File: src/hw/sgc_pkg.sv
package sgc_pkg;
    // ***********************************************
    // Addresses and layout
    // ***********************************************
    localparam logic [6:0] SGC_ADDR_MODE_SUPPLY = 7'h01;
    localparam logic [6:0] SGC_ADDR_HW_CONFIG   = 7'h02;
    localparam logic [6:0] SGC_ADDR_WATCHDOG    = 7'h03;
    localparam logic [7:0] SGC_RST_MODE_SUPPLY  = 8'h00;
    localparam logic [7:0] SGC_RST_HW_CONFIG    = 8'h00;
    localparam logic [7:0] SGC_RST_WATCHDOG     = 8'h14;
    localparam logic [7:0] SGC_HW_SOFT_KEEP     = 8'h88;
    localparam logic [7:0] SGC_HW_WMASK         = 8'hFB;
    localparam logic [7:0] SGC_WD_WMASK         = 8'hF7;
    localparam logic [7:0] SGC_WD_RESTART_KEEP  = 8'hB0;
    localparam logic [7:0] SGC_WD_RESTART_VAL   = 8'h04;
    localparam logic [4:0] SGC_FRAME_BITS       = 5'h10;
    localparam int         SGC_MODE_HI          = 7;
    localparam int         SGC_MODE_LO          = 6;
    localparam int         SGC_VCC3_EN_BIT      = 5;
    localparam int         SGC_V2_HI            = 4;
    localparam int         SGC_V2_LO            = 3;
    localparam int         SGC_OV_RESP_BIT      = 2;
    localparam int         SGC_VSEL_BIT         = 7;
    localparam int         SGC_SRRO_BIT         = 6;
    localparam int         SGC_FO_BIT           = 5;
    localparam int         SGC_UVSD_BIT         = 4;
    localparam int         SGC_LS_BIT           = 3;
    localparam int         SGC_LSSTP_BIT        = 1;
    localparam int         SGC_CFG_BIT          = 0;
    localparam int         SGC_WDSTP_BIT        = 6;
    localparam int         SGC_WDWIN_BIT        = 5;
    localparam int         SGC_WDBUS_BIT        = 4;

    typedef enum logic [1:0] {
        SGC_MODE_NORMAL = 2'b00,
        SGC_MODE_SLEEP  = 2'b01,
        SGC_MODE_STOP   = 2'b10,
        SGC_MODE_SOFT   = 2'b11
    } sgc_mode_e;

    localparam logic [1:0] SGC_V2_OFF = 2'b00;

    // Watchdog period lookup in milliseconds.
    function automatic logic [9:0] sgc_wd_period_ms(input logic [2:0] code);
        case (code)
            3'b000:  return 10'h00A;
            3'b001:  return 10'h014;
            3'b010:  return 10'h032;
            3'b011:  return 10'h064;
            3'b100:  return 10'h0C8;
            3'b101:  return 10'h1F4;
            default: return 10'h000;
        endcase
    endfunction : sgc_wd_period_ms
endpackage : sgc_pkg

File: src/hw/sgc_frame_if.sv
`timescale 1ns/1ns
// ***********************************************
// Frame carrier between shifter and register bank
// ***********************************************
interface sgc_frame_if;
    logic       done;
    logic       write;
    logic [6:0] addr;
    logic [7:0] wdata;
    logic [7:0] rdata;
    modport shifter (output done, output write, output addr, output wdata, input rdata);
    modport bank    (input done, input write, input addr, input wdata, output rdata);
endinterface : sgc_frame_if

File: src/hw/sgc_spi_shift.sv
`timescale 1ns/1ns
module sgc_spi_shift
    import sgc_pkg::*;
(
    // Clock and reset
    input  wire logic        ref_clk,
    input  wire logic        reset,
    // Serial pins, sampled synchronously
    input  wire logic        spi_cs_n,
    input  wire logic        spi_sck,
    input  wire logic        spi_mosi,
    output logic             spi_miso,
    // Frame to the register bank
    sgc_frame_if.shifter     frm
);
    logic [15:0] sh_r, sh_nxt;
    logic [4:0]  cnt_r, cnt_nxt;
    logic        sck_r, sck_nxt;
    logic        cs_r, cs_nxt;
    logic [7:0]  out_r, out_nxt;
    logic        miso_r, miso_nxt;
    logic        done_r, done_nxt;

    // Data shifts MSB first: address, access bit, then data byte.
    always_comb begin
        sh_nxt   = sh_r;
        cnt_nxt  = cnt_r;
        out_nxt  = out_r;
        miso_nxt = miso_r;
        done_nxt = 1'b0;
        sck_nxt  = spi_sck;
        cs_nxt   = spi_cs_n;
        if (spi_cs_n) begin
            cnt_nxt = 5'h00;
            // Commit only on release of a full frame.
            if (!cs_r && cnt_r == SGC_FRAME_BITS) begin
                done_nxt = 1'b1;
            end
        end else begin
            if (cs_r) begin
                out_nxt = frm.rdata;
            end
            if (spi_sck && !sck_r && cnt_r != SGC_FRAME_BITS) begin
                sh_nxt  = {sh_r[14:0], spi_mosi};
                cnt_nxt = cnt_r + 5'h01;
                if (cnt_r == 5'h07) begin
                    // Old contents go out, even on a write.
                    out_nxt = frm.rdata;
                end
            end
            if (!spi_sck && sck_r) begin
                miso_nxt = out_r[7];
                out_nxt  = {out_r[6:0], 1'b0};
            end
        end
    end

    always_ff @(posedge ref_clk or posedge reset) begin
        if (reset) begin
            sh_r   <= 16'h0000;
            cnt_r  <= 5'h00;
            sck_r  <= 1'b0;
            cs_r   <= 1'b1;
            out_r  <= 8'h00;
            miso_r <= 1'b0;
            done_r <= 1'b0;
        end else begin
            sh_r   <= sh_nxt;
            cnt_r  <= cnt_nxt;
            sck_r  <= sck_nxt;
            cs_r   <= cs_nxt;
            out_r  <= out_nxt;
            miso_r <= miso_nxt;
            done_r <= done_nxt;
        end
    end

    assign spi_miso  = miso_r;
    assign frm.done  = done_r;
    // The read-back lookup runs before the frame is complete, so it uses the low bits.
    assign frm.addr  = (cnt_r == 5'h07) ? sh_r[6:0] : sh_r[15:9];
    assign frm.write = sh_r[8];
    assign frm.wdata = sh_r[7:0];
endmodule : sgc_spi_shift

File: src/hw/sgc_ctrl_regs.sv
`timescale 1ns/1ns
module sgc_ctrl_regs
    import sgc_pkg::*;
(
    // Clock and reset
    input  wire logic        ref_clk,
    input  wire logic        reset,
    // Serial pins
    input  wire logic        spi_cs_n,
    input  wire logic        spi_sck,
    input  wire logic        spi_mosi,
    output logic             spi_miso,
    // Chip state machine events
    input  wire logic        restart_entry,
    input  wire logic        over_temp,
    input  wire logic        main_overvoltage,
    input  wire logic        battery_undervoltage,
    input  wire logic        failure_detected,
    input  wire logic        failure_status_clear,
    input  wire logic        fail_safe_active,
    input  wire logic        soft_fail_safe_cfg,
    input  wire logic        bus_wake_in_stop,
    // Mode and supply controls
    output logic [1:0]       operating_mode,
    output logic             soft_reset_pulse,
    output logic             reset_output_n,
    output logic             secondary_regulator_on,
    output logic             third_regulator_on,
    output logic [1:0]       reset_threshold_select,
    output logic             main_supply_overvoltage_flag,
    output logic             ov_restart_request,
    output logic             ov_fail_safe_request,
    // Hardware configuration controls
    output logic             third_regulator_voltage_select,
    output logic             load_sharing_active,
    output logic             failure_outputs,
    output logic             fail_after_first_wd_fault,
    // Watchdog controls
    output logic             watchdog_stop_disable,
    output logic             watchdog_window_mode,
    output logic             watchdog_bus_start,
    output logic [9:0]       watchdog_period_ms,
    output logic             watchdog_parity_ok
);
    sgc_frame_if frm ();

    sgc_spi_shift u_shift (
        .ref_clk  (ref_clk),
        .reset    (reset),
        .spi_cs_n (spi_cs_n),
        .spi_sck  (spi_sck),
        .spi_mosi (spi_mosi),
        .spi_miso (spi_miso),
        .frm      (frm.shifter)
    );

    // ***********************************************
    // Register state
    // ***********************************************
    logic [7:0] ms_r, ms_nxt;
    logic [7:0] hw_r, hw_nxt;
    logic [7:0] wd_r, wd_nxt;
    logic       fail_r, fail_nxt;
    logic       ov_r, ov_nxt;
    logic       soft_r, soft_nxt;
    logic       rst_n_r, rst_n_nxt;
    logic       wdbus_r, wdbus_nxt;
    logic       wr;

    assign wr = frm.done && frm.write;

    always_comb begin
        case (frm.addr)
            SGC_ADDR_MODE_SUPPLY: frm.rdata = ms_r;
            SGC_ADDR_HW_CONFIG:   frm.rdata = hw_r;
            SGC_ADDR_WATCHDOG:    frm.rdata = wd_r;
            default:              frm.rdata = 8'h00;
        endcase
    end

    always_comb begin
        ms_nxt    = ms_r;
        hw_nxt    = hw_r;
        wd_nxt    = wd_r;
        fail_nxt  = fail_r;
        ov_nxt    = ov_r;
        soft_nxt  = 1'b0;
        rst_n_nxt = 1'b1;
        wdbus_nxt = 1'b0;
        if (wr && frm.addr == SGC_ADDR_MODE_SUPPLY) begin
            if (frm.wdata[SGC_MODE_HI:SGC_MODE_LO] == SGC_MODE_SOFT) begin
                // Soft reset restores defaults but keeps two regulator bits.
                soft_nxt  = 1'b1;
                ms_nxt    = SGC_RST_MODE_SUPPLY;
                wd_nxt    = SGC_RST_WATCHDOG;
                hw_nxt    = hw_r & SGC_HW_SOFT_KEEP;
                rst_n_nxt = hw_r[SGC_SRRO_BIT];
            end else if (ms_r[SGC_MODE_HI:SGC_MODE_LO] == SGC_MODE_STOP
                         && frm.wdata[SGC_MODE_HI:SGC_MODE_LO] == SGC_MODE_SLEEP) begin
                // Whole register byte dropped rather than half-applied.
                ms_nxt = ms_r;
            end else begin
                ms_nxt = frm.wdata;
            end
        end
        if (wr && frm.addr == SGC_ADDR_HW_CONFIG) begin
            hw_nxt = frm.wdata & SGC_HW_WMASK;
        end
        if (wr && frm.addr == SGC_ADDR_WATCHDOG) begin
            wd_nxt = frm.wdata & SGC_WD_WMASK;
        end
        if (over_temp) begin
            ms_nxt[SGC_V2_HI:SGC_V2_LO] = SGC_V2_OFF;
        end
        if (restart_entry) begin
            ms_nxt[SGC_MODE_HI:SGC_MODE_LO] = SGC_MODE_NORMAL;
            ms_nxt[SGC_V2_HI:SGC_V2_LO]     = SGC_V2_OFF;
            hw_nxt[SGC_FO_BIT]              = 1'b0;
            wd_nxt = (wd_r & SGC_WD_RESTART_KEEP) | SGC_WD_RESTART_VAL;
        end
        // Failure latch: set wins over clear, restart drops it.
        if (restart_entry) begin
            fail_nxt = 1'b0;
        end else if (failure_detected) begin
            fail_nxt = 1'b1;
        end else if (failure_status_clear) begin
            fail_nxt = 1'b0;
        end
        if (main_overvoltage) begin
            ov_nxt = 1'b1;
        end else if (wr && frm.addr == SGC_ADDR_MODE_SUPPLY) begin
            ov_nxt = 1'b0;
        end
        wdbus_nxt = bus_wake_in_stop && wd_r[SGC_WDBUS_BIT];
    end

    always_ff @(posedge ref_clk or posedge reset) begin
        if (reset) begin
            ms_r    <= SGC_RST_MODE_SUPPLY;
            hw_r    <= SGC_RST_HW_CONFIG;
            wd_r    <= SGC_RST_WATCHDOG;
            fail_r  <= 1'b0;
            ov_r    <= 1'b0;
            soft_r  <= 1'b0;
            rst_n_r <= 1'b1;
            wdbus_r <= 1'b0;
        end else begin
            ms_r    <= ms_nxt;
            hw_r    <= hw_nxt;
            wd_r    <= wd_nxt;
            fail_r  <= fail_nxt;
            ov_r    <= ov_nxt;
            soft_r  <= soft_nxt;
            rst_n_r <= rst_n_nxt;
            wdbus_r <= wdbus_nxt;
        end
    end

    // ***********************************************
    // Decoded outputs
    // ***********************************************
    logic [1:0] mode_r;
    logic       v2_r, v3_r, ovrs_r, ovfs_r, fo_r, ls_r, wdstp_r, ok_r;
    logic [9:0] per_r;
    logic       v2_nxt, v3_nxt, ls_nxt;

    always_comb begin
        unique case (ms_r[SGC_V2_HI:SGC_V2_LO])
            2'b00: v2_nxt = 1'b0;
            2'b01: v2_nxt = ms_r[SGC_MODE_HI:SGC_MODE_LO] == SGC_MODE_NORMAL;
            2'b10: v2_nxt = ms_r[SGC_MODE_HI:SGC_MODE_LO] == SGC_MODE_NORMAL
                         || ms_r[SGC_MODE_HI:SGC_MODE_LO] == SGC_MODE_STOP;
            2'b11: v2_nxt = !fail_safe_active;
        endcase
        // Undervoltage cut only when shutdown bit is clear.
        v3_nxt = ms_r[SGC_VCC3_EN_BIT]
              && !(battery_undervoltage && !hw_r[SGC_UVSD_BIT]);
        // Stop mode needs its own enable for sharing.
        ls_nxt = hw_r[SGC_LS_BIT] && (ms_r[SGC_MODE_HI:SGC_MODE_LO] != SGC_MODE_STOP
                                      || hw_r[SGC_LSSTP_BIT]);
    end

    always_ff @(posedge ref_clk or posedge reset) begin
        if (reset) begin
            mode_r  <= 2'b00;
            v2_r    <= 1'b0;
            v3_r    <= 1'b0;
            ovrs_r  <= 1'b0;
            ovfs_r  <= 1'b0;
            fo_r    <= 1'b0;
            ls_r    <= 1'b0;
            wdstp_r <= 1'b0;
            per_r   <= 10'h000;
            ok_r    <= 1'b0;
        end else begin
            mode_r  <= ms_r[SGC_MODE_HI:SGC_MODE_LO];
            v2_r    <= v2_nxt;
            v3_r    <= v3_nxt;
            // Only the enable turns an overvoltage into a state change.
            ovrs_r  <= main_overvoltage && ms_r[SGC_OV_RESP_BIT] && !soft_fail_safe_cfg;
            ovfs_r  <= main_overvoltage && ms_r[SGC_OV_RESP_BIT] && soft_fail_safe_cfg;
            fo_r    <= hw_r[SGC_FO_BIT] || fail_r;
            ls_r    <= ls_nxt;
            wdstp_r <= wd_r[SGC_WDSTP_BIT];
            per_r   <= sgc_wd_period_ms(wd_r[2:0]);
            ok_r    <= !(^wd_r);
        end
    end

    assign operating_mode                 = mode_r;
    assign soft_reset_pulse               = soft_r;
    assign reset_output_n                 = rst_n_r;
    assign secondary_regulator_on         = v2_r;
    assign third_regulator_on             = v3_r;
    assign reset_threshold_select         = ms_r[1:0];
    assign main_supply_overvoltage_flag   = ov_r;
    assign ov_restart_request             = ovrs_r;
    assign ov_fail_safe_request           = ovfs_r;
    assign third_regulator_voltage_select = hw_r[SGC_VSEL_BIT];
    assign load_sharing_active            = ls_r;
    assign failure_outputs                = fo_r;
    assign fail_after_first_wd_fault      = hw_r[SGC_CFG_BIT];
    assign watchdog_stop_disable          = wdstp_r;
    assign watchdog_window_mode           = wd_r[SGC_WDWIN_BIT];
    assign watchdog_bus_start             = wdbus_r;
    assign watchdog_period_ms             = per_r;
    assign watchdog_parity_ok             = ok_r;
endmodule : sgc_ctrl_regs

File: config.mk
export PLATFORM = sky130hd
export DESIGN_NAME = sgc_ctrl_regs
export DESIGN_NICKNAME = d
export VERILOG_FILES = /design/src/hw/sgc_pkg.sv /design/src/hw/sgc_frame_if.sv /design/src/hw/sgc_spi_shift.sv /design/src/hw/sgc_ctrl_regs.sv
export SDC_FILE = /design/constraint.sdc
export NUM_CORES = 1
export LEC_CHECK = 0
export ABC_AREA = 1
export BUFFER_PORTS_ARGS = -buffer_cell sky130_fd_sc_hd__buf_2
export CORE_MARGIN = 10
export CORE_UTILIZATION = 63
export CTS_CLUSTER_DIAMETER = 30
export DETAILED_ROUTE_END_ITERATION = 16
export GPL_ROUTABILITY_DRIVEN = 1
export PLACE_DENSITY = 0.86
export SLEW_MARGIN = 0
export SYNTH_ARGS = -nofsm -noshare
export SYNTH_HDL_FRONTEND = slang
export SYNTH_HIERARCHICAL = 1
export SYNTH_SLANG_ARGS = --single-unit
File: constraint.sdc
create_clock -name ref_clk -period 5.2 [get_ports ref_clk]
set_input_delay 0.26 -clock ref_clk [delete_from_list [all_inputs] [get_ports ref_clk]]
set_output_delay 0.26 -clock ref_clk [all_outputs]
set_load 0.02 [all_outputs]
==> impl_metrics.py <==
metrics = {
    "sta": {
        "rsz0062_at_grt": "no",
        "final_max_slew_viol_count": 0,
        "fin_setup_tns_ps": 0,
        "finalCritPeriodShare_pct": 46.39,
        "whs_ps": -6.181,
        "fin_skew_ps": 11.78,
        "finalSetupViolCount": 0,
        "maxSlewHeadroom_pct": 61.99,
        "tightest_slew_ps": 570.1,
        "fin_ws_ps": 2788,
        "finalHoldViolCount": 1,
        "min_period_ps": 2412,
        "fmax_mhz": 414.5,
    },
    "placed_design": {
        "dp_hpwl_um": 6176,
        "gp_congestion": 0.9073,
        "dp_slack_ps": 2891,
        "io_buffers": 41,
    },
    "critical_path": {
        "cp_common_cell": "nand2_1",
        "worstPathRequired_ps": 5490,
        "crit_chain": "ha_1, nand2_2, clkinv_2, nand3_2, nand2_1, o21ai_1, nand2_1, inv_1, nand2_1, nor2_2, nand2_1, o211ai_1, inv_1, nand2_1, nand2_1, nand2_1",
        "startpoint": "u_shift/cnt_r[0]",
        "rr_worst_depth": 16,
        "critPathSlowestCell": "dfrtp_1",
        "worstSetupEndpoint": "u_shift/out_r[5]",
        "endpoint_kind": "flop",
        "r2r-end": "u_shift/out_r[5]",
        "path_class": "reg -> reg",
        "arrival_ps": 2700,
        "startpoint_type": "flop",
        "reg2reg_slack_ps": 2790,
        "crit_fanout": 14,
        "reg2reg_from": "u_shift/cnt_r[0]",
        "max_stage_delay_ps": 410,
    },
    "route": {
        "drt_pass1_iterations": 5,
        "ant_nets": 0,
        "num_vias": 3151,
        "viasPerCell": 5.452,
        "dr.first_iter.drc_count": 195,
        "drc": 0,
        "wl_per_cell_um": 14.64,
        "wl_um": 8460,
    },
    "cts": {
        "cts_tree": "built",
        "holdBufCountCts": 0,
        "cts_resized": 0,
        "postCtsSetupRepairBufs": 0,
        "cts_sinks": 78,
        "clockRootBuffer": "clkbuf_8",
        "clkSlewWorstSetupHoldPaths_ps": 90,
        "clockBufferDepth": 2,
        "cts_buffers": 9,
        "cts_htree_levels": 3,
        "clkLatencyLatePin_ps": 340,
    },
    "synthesis": {
        "synth_seq_area_share_pct": 48.91,
        "syn_inst": 462,
        "ys_seq_elements": 78,
        "yosys_warnings": 6,
        "syn_avg_cell_area_um2": 8.661,
        "async_flop_share_pct": 100.0,
        "synth-edff-count": 0,
        "synth-main-ff-cell": "dfrtp_1",
        "yosysUniqueCellTypes": 39,
        "netlist_area_mm2": 0.004001,
    },
    "power": {
        "cellLeakagePower_nw": 2.241,
        "vdd_ir_drop_max_mv": 0.2180,
        "power_density_mw_per_mm2": 283.9,
    },
    "flow_run": {
        "drv_cap": 0,
    },
    "cells_and_area": {
        "layout-drive-gt1-share_pct": 25.25,
        "syn_to_final_growth_pct": 8.693,
        "final_common_cell": "nand2_1",
        "finalNetCount": 519,
        "multi_input_area_mm2": 0.001629,
        "fill_cells": 435,
        "diodes": 0,
        "register_area_mm2": 0.001957,
        "most-common-layout-cells": "nand2_1 (126), dfrtp_1 (74), inv_1 (53)",
    },
    "run_status": {
        "outcome": "finished, violations left",
        "violations": "hold timing",
    },
    "floorplanning": {
        "fp-row-count": 28,
        "die_h_um": 99.70,
        "ios": 44,
        "coreArea_mm2": 0.006026,
        "die-area_mm2": 0.009939,
        "die_x_um": 99.70,
        "initial_core_util_pct": 66.40,
    },
    "global_route": {
        "grt_max_degree": 46,
        "track_usage_pct": 17.40,
        "antenna_found_initial": 0,
        "grt-ovfl-total": 0,
        "grt_pass1_wl_um": 14350,
        "grt_pass1_vias": 3083,
    },
    "min_path": {
        "hold_path_class": "in -> async",
    },
}
[worst min-delay path by stage]
stage / cells after the start / end / slack [ps] / from
floorplan: 0 / u_shift/cs_r / 260 / spi_cs_n
global placement: 3 / u_shift/out_r[2] / 380 / reset
detailed placement: 3 / u_shift/out_r[7] / 390 / reset
CTS: 3 / u_shift/spi_miso / 10 / reset
global route: 1 / u_shift/sck_r / 30 / spi_sck
finish: 3 / u_shift/out_r[7] / -6 / reset
[state kept, by name, indices dropped and copies added (netlist names), 2 cells and up]
name	cells
ms_r	8
operating_mode	2
hw_r	7
u_shift/out_r	8
u_shift/cnt_r	5
watchdog_period_ms	8
u_shift/sh_r	16
wd_r	7
[synth_stat cells (3+ instances only)]
master | count | area [um^2]
nor2_1 | 23 | 86.33
xnor2_1 | 4 | 35.03
o21ai_1 | 18 | 90.09
o21ai_2 | 11 | 96.34
dfstp_2 | 4 | 105.1
inv_2 | 12 | 45.04
nand2_1 | 126 | 473.0
nand3_2 | 4 | 40.04
a21oi_1 | 11 | 55.05
inv_1 | 54 | 202.7
a22oi_1 | 7 | 52.55
o211ai_1 | 7 | 52.55
dfrtp_1 | 74 | 1852
nor2_4 | 3 | 33.78
ha_1 | 7 | 87.58
nand2_2 | 19 | 118.9
o21ai_0 | 7 | 35.03
buf_4 | 13 | 97.59
nand3_1 | 26 | 130.1
nor2_2 | 3 | 18.77
xor2_1 | 3 | 26.28
[stage by stage]
step                std cells  total power [W]  utilization (%)  instance area (um^2)
floorplan                 463        0.0008100                -                  4005
global placement          562        0.0008230            69.12                  4165
detailed placement        562        0.0008292            69.12                  4165
CTS                       578         0.001239            72.18                  4349
global route              578         0.001287            72.18                  4349
finish                    578         0.001235            72.18                  4349
[where the power goes]
part / internal [W] / switching, W / total (W)
clock: 0.000189 / 0.000227 / 0.000416
combinational: 0.0000442 / 0.0000963 / 0.000141
sequential: 0.000639 / 0.0000397 / 0.000678
total: 0.000872 / 0.000363 / 0.00123
[layer usage]
metal  GRT usage, %  vias to the layer above  wire length (um)  share of wire (%)
met5              0                        -                 0                  0
met4          7.277                        0               151                1.8
met3          3.806                       15               583                6.9
met2          29.17                      118              4154                 49
met1          21.03                     1501              3571                 42
li1               -                     1517                 -                  -
[area by class of cell]
type / instances / share of cell area [%]
clock buffers: 10 / 3.165
multi-input cells: 297 / 37.46
well taps: 75 / 2.158
clock inverters: 6 / 1.064
repair buffers: 43 / 5.063
inverters: 69 / 6.099
flip-flops and latches: 78 / 44.99
[logic make-up (layout without fill, tap and decap cells)]
kind of cell / count (synthesis) / in the layout / synth area share, %
compound gates: 62 / 62 / 9.756
xor+xnor: 7 / 7 / 1.532
fa+ha+maj: 7 / 7 / 2.189
buf+inv: 88 / 128 / 10.47
flops: 78 / 78 / 48.91
other cells: 1 / 2 / 0.09372
simple gates: 219 / 219 / 27.05
[worst max-delay path, delay by kind of cell, from the launching register on]
kind	cells	cell delay (ps)
compound gates	2	350
fa+ha+maj	1	240
buf+inv	3	230
flops	1	410
simple gates	10	1140
Note: power is estimated with default switching activity, not from simulation.
